--- src/include/ewim_pkg.sv ---
// Package: exception numbers, vector map, wake masks and priority layout
package ewim_pkg;
    // Exception numbers
    localparam logic [3:0] EXC_NONE = 4'h0;
    localparam logic [3:0] EXC_NMI = 4'h2;
    localparam logic [3:0] EXC_HARD = 4'h3;
    localparam logic [3:0] EXC_MEM = 4'h4;
    localparam logic [3:0] EXC_BUS = 4'h5;
    localparam logic [3:0] EXC_USAGE = 4'h6;
    localparam logic [3:0] EXC_SVC = 4'hb;
    localparam logic [3:0] EXC_DBG = 4'hc;
    localparam logic [3:0] EXC_PENDSRV = 4'he;
    localparam logic [3:0] EXC_TICK = 4'hf;
    // Number of peripheral positions handled here
    localparam int NUM_IRQ = 20;
    localparam int PRIO_W = 3;
    localparam logic [2:0] PRIO_RESET = 3'h0;
    // Positions that exist; 4, 7, 11, 12 are reserved
    localparam logic [19:0] IRQ_PRESENT = 20'hfe76f;
    // Positions allowed to wake from Mode 2 and Mode 3
    localparam logic [19:0] WAKE_DEEP_MASK = 20'h0076f;
    // Power modes
    localparam logic [1:0] MODE_FULL = 2'h0;
    localparam logic [1:0] MODE_1 = 2'h1;
    localparam logic [1:0] MODE_2 = 2'h2;
    localparam logic [1:0] MODE_3 = 2'h3;
    // Programmable system exception slots: mem, bus, usage, svc, dbg, pendable, tick
    localparam int NUM_SYS = 7;
endpackage

--- src/rtl/ewim_prio_store.sv ---
// Small memory holding the three-bit priority level of each programmable source
`timescale 1ns/1ns
module ewim_prio_store
(
    // Clock and reset
    input wire logic clk_i,
    input wire logic rst_i,
    // Write port
    input wire logic wr_en_i,
    input wire logic [4:0] wr_idx_i,
    input wire logic [2:0] wr_level_i,
    // Read: all levels registered
    output logic [(ewim_pkg::NUM_IRQ+ewim_pkg::NUM_SYS)*3-1:0] levels_o
);
    localparam int N = ewim_pkg::NUM_IRQ + ewim_pkg::NUM_SYS;
    logic [N*3-1:0] mem_r;
    logic [N*3-1:0] mem_nxt;

    always_comb
    begin
        mem_nxt = mem_r;
        if (wr_en_i && (int'(wr_idx_i) < N))
        begin
            mem_nxt[wr_idx_i*3 +: 3] = wr_level_i;
        end
    end

    always_ff @(posedge clk_i)
    begin
        if (rst_i)
        begin
            mem_r <= {N{ewim_pkg::PRIO_RESET}};
        end
        else
        begin
            mem_r <= mem_nxt;
        end
    end

    assign levels_o = mem_r;
endmodule

--- src/rtl/ewim_core.sv ---
// Exception and peripheral interrupt front end with low power wake decision
`timescale 1ns/1ns
module ewim_core
(
    // Clock and reset
    input wire logic clk_i,
    input wire logic rst_i,
    // Fault causes from the core
    input wire logic invalid_access_i,
    input wire logic bus_err_i,
    input wire logic usage_err_i,
    input wire logic svc_exec_i,
    input wire logic dbg_event_i,
    input wire logic pendsrv_set_i,
    input wire logic tick_i,
    input wire logic [2:0] fault_handler_en_i,
    // Peripheral requests and enables
    input wire logic [19:0] irq_i,
    input wire logic [19:0] irq_en_i,
    // Priority programming (index 0-19 peripherals, 20-26 system)
    input wire logic prio_wr_i,
    input wire logic [4:0] prio_idx_i,
    input wire logic [2:0] prio_level_i,
    // Core handshake
    input wire logic take_i,
    input wire logic exit_i,
    input wire logic [1:0] sleep_mode_i,
    input wire logic sleep_req_i,
    // Results
    output logic exc_valid_o,
    output logic [3:0] exc_num_o,
    output logic irq_valid_o,
    output logic [4:0] irq_pos_o,
    output logic nmi_req_o,
    output logic wake_o,
    output logic [1:0] power_mode_o,
    output logic [19:0] irq_pending_o
);
    localparam int N = ewim_pkg::NUM_IRQ;
    localparam int NS = ewim_pkg::NUM_SYS;

    // ****************************************************
    // Priority storage
    // ****************************************************
    logic [(N+NS)*3-1:0] levels;

    ewim_prio_store u_prio
    (
        .clk_i(clk_i),
        .rst_i(rst_i),
        .wr_en_i(prio_wr_i),
        .wr_idx_i(prio_idx_i),
        .wr_level_i(prio_level_i),
        .levels_o(levels)
    );

    function automatic logic [2:0] lvl(input logic [(N+NS)*3-1:0] l, input int i);
        lvl = l[i*3 +: 3];
    endfunction

    // ****************************************************
    // Pending state
    // ****************************************************
    typedef enum logic [2:0]
    {
        EWIM_RUN = 3'b001,
        EWIM_SLEEP = 3'b010,
        EWIM_WAKE = 3'b100
    } ewim_pwr_e;

    logic [N-1:0] pend_r, pend_nxt;
    logic [NS-1:0] spend_r, spend_nxt;
    logic hard_r, hard_nxt;
    logic active_r, active_nxt;
    logic [2:0] act_lvl_r, act_lvl_nxt;
    logic [4:0] pos_r, pos_nxt;
    logic [3:0] num_r, num_nxt;
    logic irqv_r, irqv_nxt, excv_r, excv_nxt;
    ewim_pwr_e st_r, st_nxt;
    logic [1:0] mode_r, mode_nxt;
    logic wake_r, wake_nxt;

    logic [N-1:0] req;
    logic [NS-1:0] sreq;
    logic [2:0] fault_raw;
    logic esc;
    assign req = irq_i & irq_en_i & ewim_pkg::IRQ_PRESENT;
    assign fault_raw = {usage_err_i, bus_err_i, invalid_access_i};
    assign esc = |(fault_raw & ~fault_handler_en_i);
    assign sreq = {tick_i, pendsrv_set_i, dbg_event_i, svc_exec_i,
                   fault_raw & fault_handler_en_i};

    // Lowest level value wins; strict less keeps lower position on ties
    logic [4:0] best_pos;
    logic [2:0] best_lvl;
    logic best_any;
    logic [2:0] sbest_idx;
    logic [2:0] sbest_lvl;
    logic sbest_any;
    logic [N-1:0] wake_ok;

    always_comb
    begin
        best_pos = 5'h0;
        best_lvl = 3'h7;
        best_any = 1'b0;
        for (int i = 0; i < N; i++)
        begin
            if (pend_r[i] && (!best_any || lvl(levels, i) < best_lvl))
            begin
                best_any = 1'b1;
                best_lvl = lvl(levels, i);
                best_pos = 5'(i);
            end
        end
        sbest_idx = 3'h0;
        sbest_lvl = 3'h7;
        sbest_any = 1'b0;
        for (int j = 0; j < NS; j++)
        begin
            if (spend_r[j] && (!sbest_any || lvl(levels, N + j) < sbest_lvl))
            begin
                sbest_any = 1'b1;
                sbest_lvl = lvl(levels, N + j);
                sbest_idx = 3'(j);
            end
        end
    end

    function automatic logic [3:0] sys_num(input logic [2:0] idx);
        case (idx)
            3'h0: sys_num = ewim_pkg::EXC_MEM;
            3'h1: sys_num = ewim_pkg::EXC_BUS;
            3'h2: sys_num = ewim_pkg::EXC_USAGE;
            3'h3: sys_num = ewim_pkg::EXC_SVC;
            3'h4: sys_num = ewim_pkg::EXC_DBG;
            3'h5: sys_num = ewim_pkg::EXC_PENDSRV;
            default: sys_num = ewim_pkg::EXC_TICK;
        endcase
    endfunction

    // ****************************************************
    // Wake qualification
    // ****************************************************
    genvar g;
    generate
        for (g = 0; g < N; g++)
        begin : g_wake
            logic mode_ok;
            logic prio_ok;
            assign mode_ok = (mode_r == ewim_pkg::MODE_1) ? ewim_pkg::IRQ_PRESENT[g]
                           : ewim_pkg::WAKE_DEEP_MASK[g];
            assign prio_ok = !active_r || (lvl(levels, g) < act_lvl_r);
            assign wake_ok[g] = pend_r[g] && mode_ok && prio_ok;
        end
    endgenerate

    // ****************************************************
    // Next-state logic
    // ****************************************************
    always_comb
    begin
        pend_nxt = pend_r | req;
        spend_nxt = spend_r | sreq;
        hard_nxt = hard_r | esc;
        active_nxt = active_r;
        act_lvl_nxt = act_lvl_r;
        pos_nxt = pos_r;
        num_nxt = num_r;
        irqv_nxt = 1'b0;
        excv_nxt = 1'b0;
        st_nxt = st_r;
        mode_nxt = mode_r;
        wake_nxt = 1'b0;
        if (exit_i)
        begin
            active_nxt = 1'b0;
        end
        // Hard fault outranks every programmable source
        if (hard_r)
        begin
            excv_nxt = 1'b1;
            num_nxt = ewim_pkg::EXC_HARD;
            if (take_i)
            begin
                hard_nxt = esc;
            end
        end
        else if (sbest_any && (!best_any || sbest_lvl <= best_lvl))
        begin
            excv_nxt = 1'b1;
            num_nxt = sys_num(sbest_idx);
            if (take_i)
            begin
                spend_nxt[sbest_idx] = sreq[sbest_idx];
                active_nxt = 1'b1;
                act_lvl_nxt = sbest_lvl;
            end
        end
        else if (best_any && st_r == EWIM_RUN)
        begin
            irqv_nxt = 1'b1;
            pos_nxt = best_pos;
            if (take_i)
            begin
                // A new request in the same cycle keeps the flag set
                pend_nxt[best_pos] = req[best_pos];
                active_nxt = 1'b1;
                act_lvl_nxt = best_lvl;
            end
        end
        case (st_r)
            EWIM_RUN:
            begin
                if (sleep_req_i && sleep_mode_i != ewim_pkg::MODE_FULL)
                begin
                    st_nxt = EWIM_SLEEP;
                    mode_nxt = sleep_mode_i;
                end
            end
            EWIM_SLEEP:
            begin
                if (|wake_ok)
                begin
                    st_nxt = EWIM_WAKE;
                end
            end
            EWIM_WAKE:
            begin
                wake_nxt = 1'b1;
                mode_nxt = ewim_pkg::MODE_FULL;
                st_nxt = EWIM_RUN;
            end
            default:
            begin
                st_nxt = EWIM_RUN;
                mode_nxt = ewim_pkg::MODE_FULL;
            end
        endcase
    end

    always_ff @(posedge clk_i)
    begin
        if (rst_i)
        begin
            pend_r <= '0;
            spend_r <= '0;
            hard_r <= 1'b0;
            active_r <= 1'b0;
            act_lvl_r <= ewim_pkg::PRIO_RESET;
            pos_r <= 5'h0;
            num_r <= ewim_pkg::EXC_NONE;
            irqv_r <= 1'b0;
            excv_r <= 1'b0;
            st_r <= EWIM_RUN;
            mode_r <= ewim_pkg::MODE_FULL;
            wake_r <= 1'b0;
        end
        else
        begin
            pend_r <= pend_nxt;
            spend_r <= spend_nxt;
            hard_r <= hard_nxt;
            active_r <= active_nxt;
            act_lvl_r <= act_lvl_nxt;
            pos_r <= pos_nxt;
            num_r <= num_nxt;
            irqv_r <= irqv_nxt;
            excv_r <= excv_nxt;
            st_r <= st_nxt;
            mode_r <= mode_nxt;
            wake_r <= wake_nxt;
        end
    end

    // ****************************************************
    // Outputs
    // ****************************************************
    assign nmi_req_o = 1'b0;
    assign exc_valid_o = excv_r;
    assign exc_num_o = num_r;
    assign irq_valid_o = irqv_r;
    assign irq_pos_o = pos_r;
    assign wake_o = wake_r;
    assign power_mode_o = mode_r;
    assign irq_pending_o = pend_r;
endmodule

--- config.mk ---
export PLATFORM = sky130hd
export DESIGN_NAME = ewim_core
export DESIGN_NICKNAME = d
export VERILOG_FILES = /design/src/include/ewim_pkg.sv /design/src/rtl/ewim_prio_store.sv /design/src/rtl/ewim_core.sv
export SDC_FILE = /design/constraint.sdc
export NUM_CORES = 1
export LEC_CHECK = 0
export BUFFER_PORTS_ARGS = -buffer_cell sky130_fd_sc_hd__clkbuf_2
export CAP_MARGIN = 20
export CORE_MARGIN = 3
export CORE_UTILIZATION = 50
export CTS_CLUSTER_SIZE = 24
export DETAILED_ROUTE_END_ITERATION = 7
export PLACE_DENSITY_LB_ADDON = 0.3
export REMOVE_ABC_BUFFERS = 1
export SLEW_MARGIN = 20
export SYNTH_ARGS = -nofsm -noshare
export SYNTH_HDL_FRONTEND = slang
export SYNTH_HIERARCHICAL = 1
export SYNTH_SLANG_ARGS = --single-unit
export TNS_END_PERCENT = 30
--- constraint.sdc ---
create_clock -name clk_i -period 26.7 [get_ports clk_i]
set_input_delay 5.34 -clock clk_i [delete_from_list [all_inputs] [get_ports clk_i]]
set_output_delay 5.34 -clock clk_i [all_outputs]
set_load 0.02 [all_outputs]
## Word level (Yosys, flattened, before mapping)

Cells that the tools add are included.
W data, S select, Z words.

| word-level totals | value |
|---|---|
| bits in registers | 130 |
| word-level logic and storage cells | 344 |

| cells by class | value |
|---|---|
| shift operators | 2 |
| reductions and logical operators | 135 |
| $add $sub $neg | 1 |
| muxes and demuxes | 121 |
| equal/unequal tests | 13 |
| multipliers | 1 |
| $lt $le $gt $ge | 47 |
| bitwise logic cells | 10 |

Operators with widths:

| kind | number |
|---|---|
| $mux W3 | 42 |
| $lt A3 B3 Y1 | 41 |
| $bwmux W81 | 1 |
| $shift A3 B34 Y81 const A | 1 |
| $shiftx A3 B34 Y81 | 1 |
| $mux W20 | 4 |
| $logic_and A1 B1 Y1 | 54 |
| $mux W1 | 45 |
| $logic_or A1 B1 Y1 | 42 |
| $mux W5 | 7 |
| $neg A7 Y34 | 1 |
| $logic_not A1 Y1 | 27 |
| $pmux W4 S6 | 1 |
| $mux W7 | 3 |
| $and A20 B20 Y20 | 1 |
| $bwmux W20 | 1 |
| $mux W4 | 5 |
| $or A20 B20 Y20 | 1 |
| $reduce_or A16 Y1 | 1 |
| $mux W2 | 5 |
| $eq A3 B2 Y1 const B | 3 |
| $eq A3 B3 Y1 const B | 3 |
| $bwmux W7 | 1 |
| $mul A5 B2 Y7 const B | 1 |
| 28 further kinds | 38 |

## Longest topological paths before layout

| logic depth | value |
|---|---|
| depth after elaboration | 86 |
| mapped depth | 152 |
| mapped depth without buffers | 150 |

## Modules after synthesis

Netlist, hierarchy kept.

Modules (own cells, without submodules):

| module | instances | area each (um^2) | cells an instance |
|---|---|---|---|
| ewim_core | 1 | 7,312.0 | 1,008 |
| ewim_prio_store | 1 | 3,573.4 | 387 |

## Worst setup path before layout

No wires, ideal clock.

| timing path | value |
|---|---|
| kind | reg-to-reg |
| start point | register pend_r[1], in the netlist irq_pending_o[1] |
| end point | register pend_r[6], in the netlist irq_pending_o[6] |
| buffers on the path | 3 |
| setup slack | 2,154 ps |
| setup time | 132 ps |
| cell stages (with the launch flop) | 147 |
| clock period less this slack | 24,546 ps |
| data arrival time | 24,414 ps |
| data required time | 26,568 ps |
| cells stage by stage | dfxtp_1 buf_2 a2bb2oi_1 inv_1 ha_1 o22ai_1 and2_1 o32ai_4 mux2i_1 ha_1 o31ai_1 nor2_1 nand2b_1 nand3_1 a21oi_1 inv_1 ha_1 a21bo_2 [... 111 more ...] mux2_2 inv_1 ha_1 nand2b_1 o22ai_1 a21oi_2 mux2_2 ha_1 inv_1 a21o_1 a21oi_1 a311oi_1 a21oi_1 nor3_1 nand2_1 nor2b_1 a21bo_1 a21oi_1 |

| between the ends | value |
|---|---|
| word-level cells in the longest chain between the ends | 83 |
| elaborated cells on any way between the ends | 147 |
| those cells by class | order compare: 21; mux: 66; reduce/logical: 60 |

RTL lines:

| element | RTL line | source |
|---|---|---|
| from (decl) | ewim_core.sv:71 | `logic [N-1:0] pend_r, pend_nxt;` |
| from (signal assigned) | ewim_core.sv:261 | `pend_r <= pend_nxt;` |
| $logic_and A1 B1 Y1 * | ewim_core.sv:109 | `if (pend_r[i] && (!best_any \|\| lvl(levels, i) < best_lvl))` |
| $mux W3 or $mux W1 (tied branches) | ewim_core.sv:109 |  |
| $lt A3 B3 Y1 or $logic_not A1 Y1 (tied branches) | ewim_core.sv:109 |  |
| $logic_or A1 B1 Y1 | ewim_core.sv:109 |  |
| $logic_and A1 B1 Y1 | ewim_core.sv:109 |  |
| $mux W3 or $mux W1 (tied branches) | ewim_core.sv:109 |  |
| $lt A3 B3 Y1 or $logic_not A1 Y1 (tied branches) | ewim_core.sv:109 |  |
| $logic_or A1 B1 Y1 | ewim_core.sv:109 |  |
| [... 67 more ...] | - |  |
| $logic_and A1 B1 Y1 (implied by the code) | ewim_core.sv:207 | `pend_nxt[best_pos] = req[best_pos];` |
| $mux W1 (implied by the code) | ewim_core.sv:207 |  |
| $demux W1 S5 | ewim_core.sv:207 |  |
| $bwmux W20 | ewim_core.sv:207 |  |
| $mux W20 | ewim_core.sv:204 | `if (take_i)` |
| $mux W20 | ewim_core.sv:200 | `else if (best_any && st_r == EWIM_RUN)` |
| $mux W20 * | ewim_core.sv:189 | `else if (sbest_any && (!best_any \|\| sbest_lvl <= best_lvl))` |
| $mux W20 * | ewim_core.sv:180 | `if (hard_r)` |

Mark *: on every way between the ends. The rest lies on a longest branch, timed or not. The select of a mux whose other input is x is not followed.
A chain may end at the register's enable or synchronous reset.

## Worst setup path in the final report

| timing path | value |
|---|---|
| start point | register u_prio.mem_r[1], in the netlist u_prio/levels_o[1] |
| end point | register spend_r[4] |

| between the ends | value |
|---|---|
| word-level cells in the longest chain between the ends | 82 |
| elaborated cells on any way between the ends | 120 |
| those cells by class | order compare: 20; mux: 41; reduce/logical: 59 |

RTL lines:

| element | RTL line | source |
|---|---|---|
| from (decl) | ewim_prio_store.sv:16 | `logic [N*3-1:0] mem_r;` |
| from (signal assigned) | ewim_prio_store.sv:32 | `mem_r <= {N{ewim_pkg::PRIO_RESET}};` |
| from (signal assigned) | ewim_prio_store.sv:36 | `mem_r <= mem_nxt;` |
| $mux W3 * | ewim_core.sv:109 |  |
| $lt A3 B3 Y1 | ewim_core.sv:109 |  |
| $logic_or A1 B1 Y1 | ewim_core.sv:109 |  |
| $logic_and A1 B1 Y1 | ewim_core.sv:109 |  |
| $mux W3 or $mux W1 (tied branches) | ewim_core.sv:109 |  |
| $lt A3 B3 Y1 or $logic_not A1 Y1 (tied branches) | ewim_core.sv:109 |  |
| $logic_or A1 B1 Y1 | ewim_core.sv:109 |  |
| $logic_and A1 B1 Y1 | ewim_core.sv:109 |  |
| [... 66 more ...] | - |  |
| $logic_or A1 B1 Y1 | ewim_core.sv:109 |  |
| $logic_and A1 B1 Y1 | ewim_core.sv:109 |  |
| $mux W3 or $mux W1 (tied branches) | ewim_core.sv:109 |  |
| $le A3 B3 Y1 or $logic_not A1 Y1 (tied branches) | ewim_core.sv:189 |  |
| $logic_or A1 B1 Y1 * | ewim_core.sv:189 |  |
| $logic_and A1 B1 Y1 * | ewim_core.sv:189 |  |
| $mux W7 * | ewim_core.sv:189 |  |
| $mux W7 * | ewim_core.sv:180 |  |
| to (signal assigned) | ewim_core.sv:262 | `spend_r <= spend_nxt;` |
| to (decl) | ewim_core.sv:72 | `logic [NS-1:0] spend_r, spend_nxt;` |

Mark *: on every way between the ends. The rest lies on a longest branch, timed or not.

==> flow_summary.json <==
{
  "avgSynthCellArea_sq_um": 7.80,
  "p_per_area_nw_per_um2": 73.4,
  "clkTransAtPathRegs_ps": 60,
  "cts_tree": "built",
  "synth_most_common_cell": "dfxtp_1",
  "cts_made_buffers": 17,
  "status": "completed",
  "place_ws_ps": 192,
  "design_area_sq_um": 12900,
  "hp-start": "st_r[0]$_SDFFE_PP1P_",
  "cp_common_cell": "ha_1",
  "pin_count": 101,
  "final_nets": 1666,
  "die_area_sq_um": 23600,
  "worstSetupPathType": "flop to flop",
  "drt_iter0_drc": 1033,
  "p_leak_nw": 5.16,
  "overflow": 0,
  "critical_path_required_ps": 26980,
  "hold_depth": 1,
  "row_count": 53,
  "synth_area_sq_um": 10900,
  "drt-vias-per-instance": 6.31,
  "clockBufferDepth": 2,
  "grt_max_degree": 86,
  "clock.fmax_ghz": 0.0401,
  "synth_cell_types": 112,
  "worstPathArrival_ps": 25220,
  "drive_gt1_frac": 0.200,
  "insertion_delay_ps": 430,
  "synth_top_cells_by_area": "dfxtp_1, ha_1, mux2i_1, a21oi_1, o21ai_0",
  "layout_min_cycle_time_ps": 24940,
  "drc_errors": 0,
  "final.period_utilization": 0.934,
  "place_congestion": 0.986,
  "grt_pass1_vias": 10700,
  "critPathLaunch": "u_prio/levels_o[1]$_SDFFE_PP0P_",
  "portBuffers": 91,
  "die_h_um": 154,
  "finalSetupViolations": 0,
  "clock_sinks": 130,
  "slowest_delay_ps": 560,
  "intPower_mw": 0.576,
  "swShare": 0.391,
  "worstSetupStartpointType": "flop",
  "crit_path_max_fanout": 17,
  "antenna_cells": 0,
  "netSwitchingPower_mw": 0.370,
  "netlist_top_cells_count": "dfxtp_1, nor2_1, a21oi_1",
  "yosys_register_bits": 130,
  "start_util": 0.513,
  "netlist.area_leader.share": 0.239,
  "grt_util_all_layers": 0.277,
  "finClkSkew_ps": 10.1,
  "synth_edf_count": 0,
  "async_flop_share": 0,
  "hp-class": "flop to flop",
  "die_x_um": 154,
  "placed_area_sq_um": 11900,
  "drt_wl_total_um": 34300,
  "r2r_end": "spend_r[4]$_SDFF_PP0_",
  "max_cap_viol_count": 0,
  "area_growth_pct": 18.4,
  "hold_end": "wake_o$_SDFF_PP0_",
  "ctsHoldBuffers": 0,
  "firstDrtPassIters": 6,
  "final_hold_viol_count": 0,
  "tightest_slew_ps": 1140,
  "synth_ff_type": "dfxtp_1",
  "power_frac_clock": 0.279,
  "reg2reg_depth": 140,
  "drv_slew": 0,
  "slowest_stage": "or4_1",
  "p_seq_frac": 0.237,
  "ir_drop_mv": 0.0474,
  "relSlewSlack": 0.234,
  "r2r-start": "u_prio/levels_o[1]$_SDFFE_PP0P_",
  "wire_per_inst_um": 18.9,
  "end_kind": "flop",
  "grt_pass1_wl_um": 54200,
  "cts-root-buf": "clkbuf_16",
  "synthCells": 1395,
  "ant_nets": 0,
  "n_fill_cell": 1831,
  "cts_max_level": 4,
  "layout_setup_ws_ps": 1760,
  "hpwl_um": 25000,
  "yosysTopAreaCell": "dfxtp_1",
  "seq_area_frac_synth": 0.239,
  "num_vias": 11500,
  "rrSetupSlack_ps": 1760,
  "grt_antenna_before_repair": 0,
  "core_region_area_sq_um": 21200,
  "synth-warning-count": 6,
  "finalSetupTns_ps": 0,
  "power_frac_comb": 0.485
}
==> power groups by stage <==
stage | Combinational (mW) | Sequential (mW) | Clock (mW)
5_1_grt | 0.499 | 0.225 | 0.272
4_1_cts | 0.423 | 0.223 | 0.264
3_3_place_gp | 0.410 | 0.227 | 0
6_report | 0.459 | 0.224 | 0.264
2_1_floorplan | 0.268 | 0.233 | 0
3_5_place_dp | 0.418 | 0.227 | 0
==> cells in the final DEF (no fill, tap or decap), types with 13 or more instances in the layout <==
cell | synthesis | layout
nor2b_1 | 28 | 26
mux2i_1 | 78 | 76
clkbuf_16 | 0 | 17
buf_4 | 2 | 76
nand2b_1 | 75 | 74
nor3_1 | 20 | 19
a21oi_1 | 111 | 105
inv_1 | 71 | 71
and3_1 | 14 | 14
o21ai_0 | 101 | 94
a31oi_1 | 21 | 21
mux2_2 | 13 | 13
dfxtp_1 | 130 | 127
and2_1 | 17 | 16
a21boi_0 | 14 | 14
clkbuf_2 | 1 | 90
nand3_1 | 58 | 57
nand2_1 | 101 | 99
nor2_1 | 117 | 115
a211oi_1 | 20 | 17
o21a_1 | 19 | 19
ha_1 | 68 | 68
==> metrics by stage <==
step	hold slack, ps	util	power, mW	instances
final	444	0.608	0.946	1818
after global routing	475	0.608	0.996	1818
after CTS	443	0.594	0.910	1805
after detailed placement	434	0.563	0.645	1775
after global placement	430	0.563	0.637	1775
after floorplan	411	-	0.501	1346
==> critical path, delay by kind of cell (launching register included) <==
kind | cells | cell delay [ps]
compound gates | 59 | 10310
buf+inv | 18 | 1650
mux | 11 | 2940
flops | 1 | 370
simple gates | 34 | 5400
fa+ha+maj | 18 | 4080
==> state kept, by name, summed over array words and instances (netlist names), 2 cells and up <==
register,flops
act_lvl_r,3
exc_num_o,4
irq_pending_o,20
irq_pos_o,5
power_mode_o,2
spend_r,7
st_r,3
u_prio/levels_o,81
==> cell families (layout without fill, tap and decap cells) <==
| family | count (synthesis) | in the layout | synth area share |
|---|---|---|---|
| adder cells (fa/ha/maj) | 72 | 72 | 0.0818 |
| multiplexers | 96 | 96 | 0.0921 |
| flip-flops | 130 | 130 | 0.239 |
| other | 1 | 1 | 0.000344 |
| buffers and inverters | 121 | 269 | 0.0449 |
| AO/OA/AOI/OAI | 468 | 468 | 0.297 |
| AND/OR/NAND/NOR | 507 | 507 | 0.244 |
==> how the worst max path moves through the flow <==
stage / endpoint / slack [ps]
global placement: spend_r[4]$_SDFF_PP0_ / 550
detailed placement: spend_r[4]$_SDFF_PP0_ / 190
CTS: spend_r[4]$_SDFF_PP0_ / 40
global route: irq_pending_o[6]$_SDFF_PP0_ / -100
finish: spend_r[4]$_SDFF_PP0_ / 1760
floorplan: spend_r[0]$_SDFF_PP0_ / 1790
==> area by class of cell <==
type / instances / area [sq um] / area share
multi-input combinational: 1144 / 7980 / 0.619
tap: 275 / 344 / 0.0267
sequential: 130 / 2610 / 0.202
inverter: 72 / 270 / 0.0210
clock inverter: 11 / 210 / 0.0163
timing repair buffer: 167 / 1040 / 0.0807
clock buffer: 19 / 443 / 0.0344
==> layer usage <==
metal / vias up / part of all wire / GRT usage
li1: 5459 / - / -
met1: 5438 / 0.43 / 0.369
met2: 506 / 0.47 / 0.462
met3: 62 / 0.081 / 0.0495
met4: 0 / 0.019 / 0.0761
met5: - / 0 / 0
==> what timing repair did <==
action / CTS / global route
endpoints found under the hold margin: 0 / 0
endpoints found under the setup margin: 0 / 42
gates resized for setup: 0 / 54
buffers inserted: 0 / 13
No activity file was read; power rests on OpenSTA's default activity.
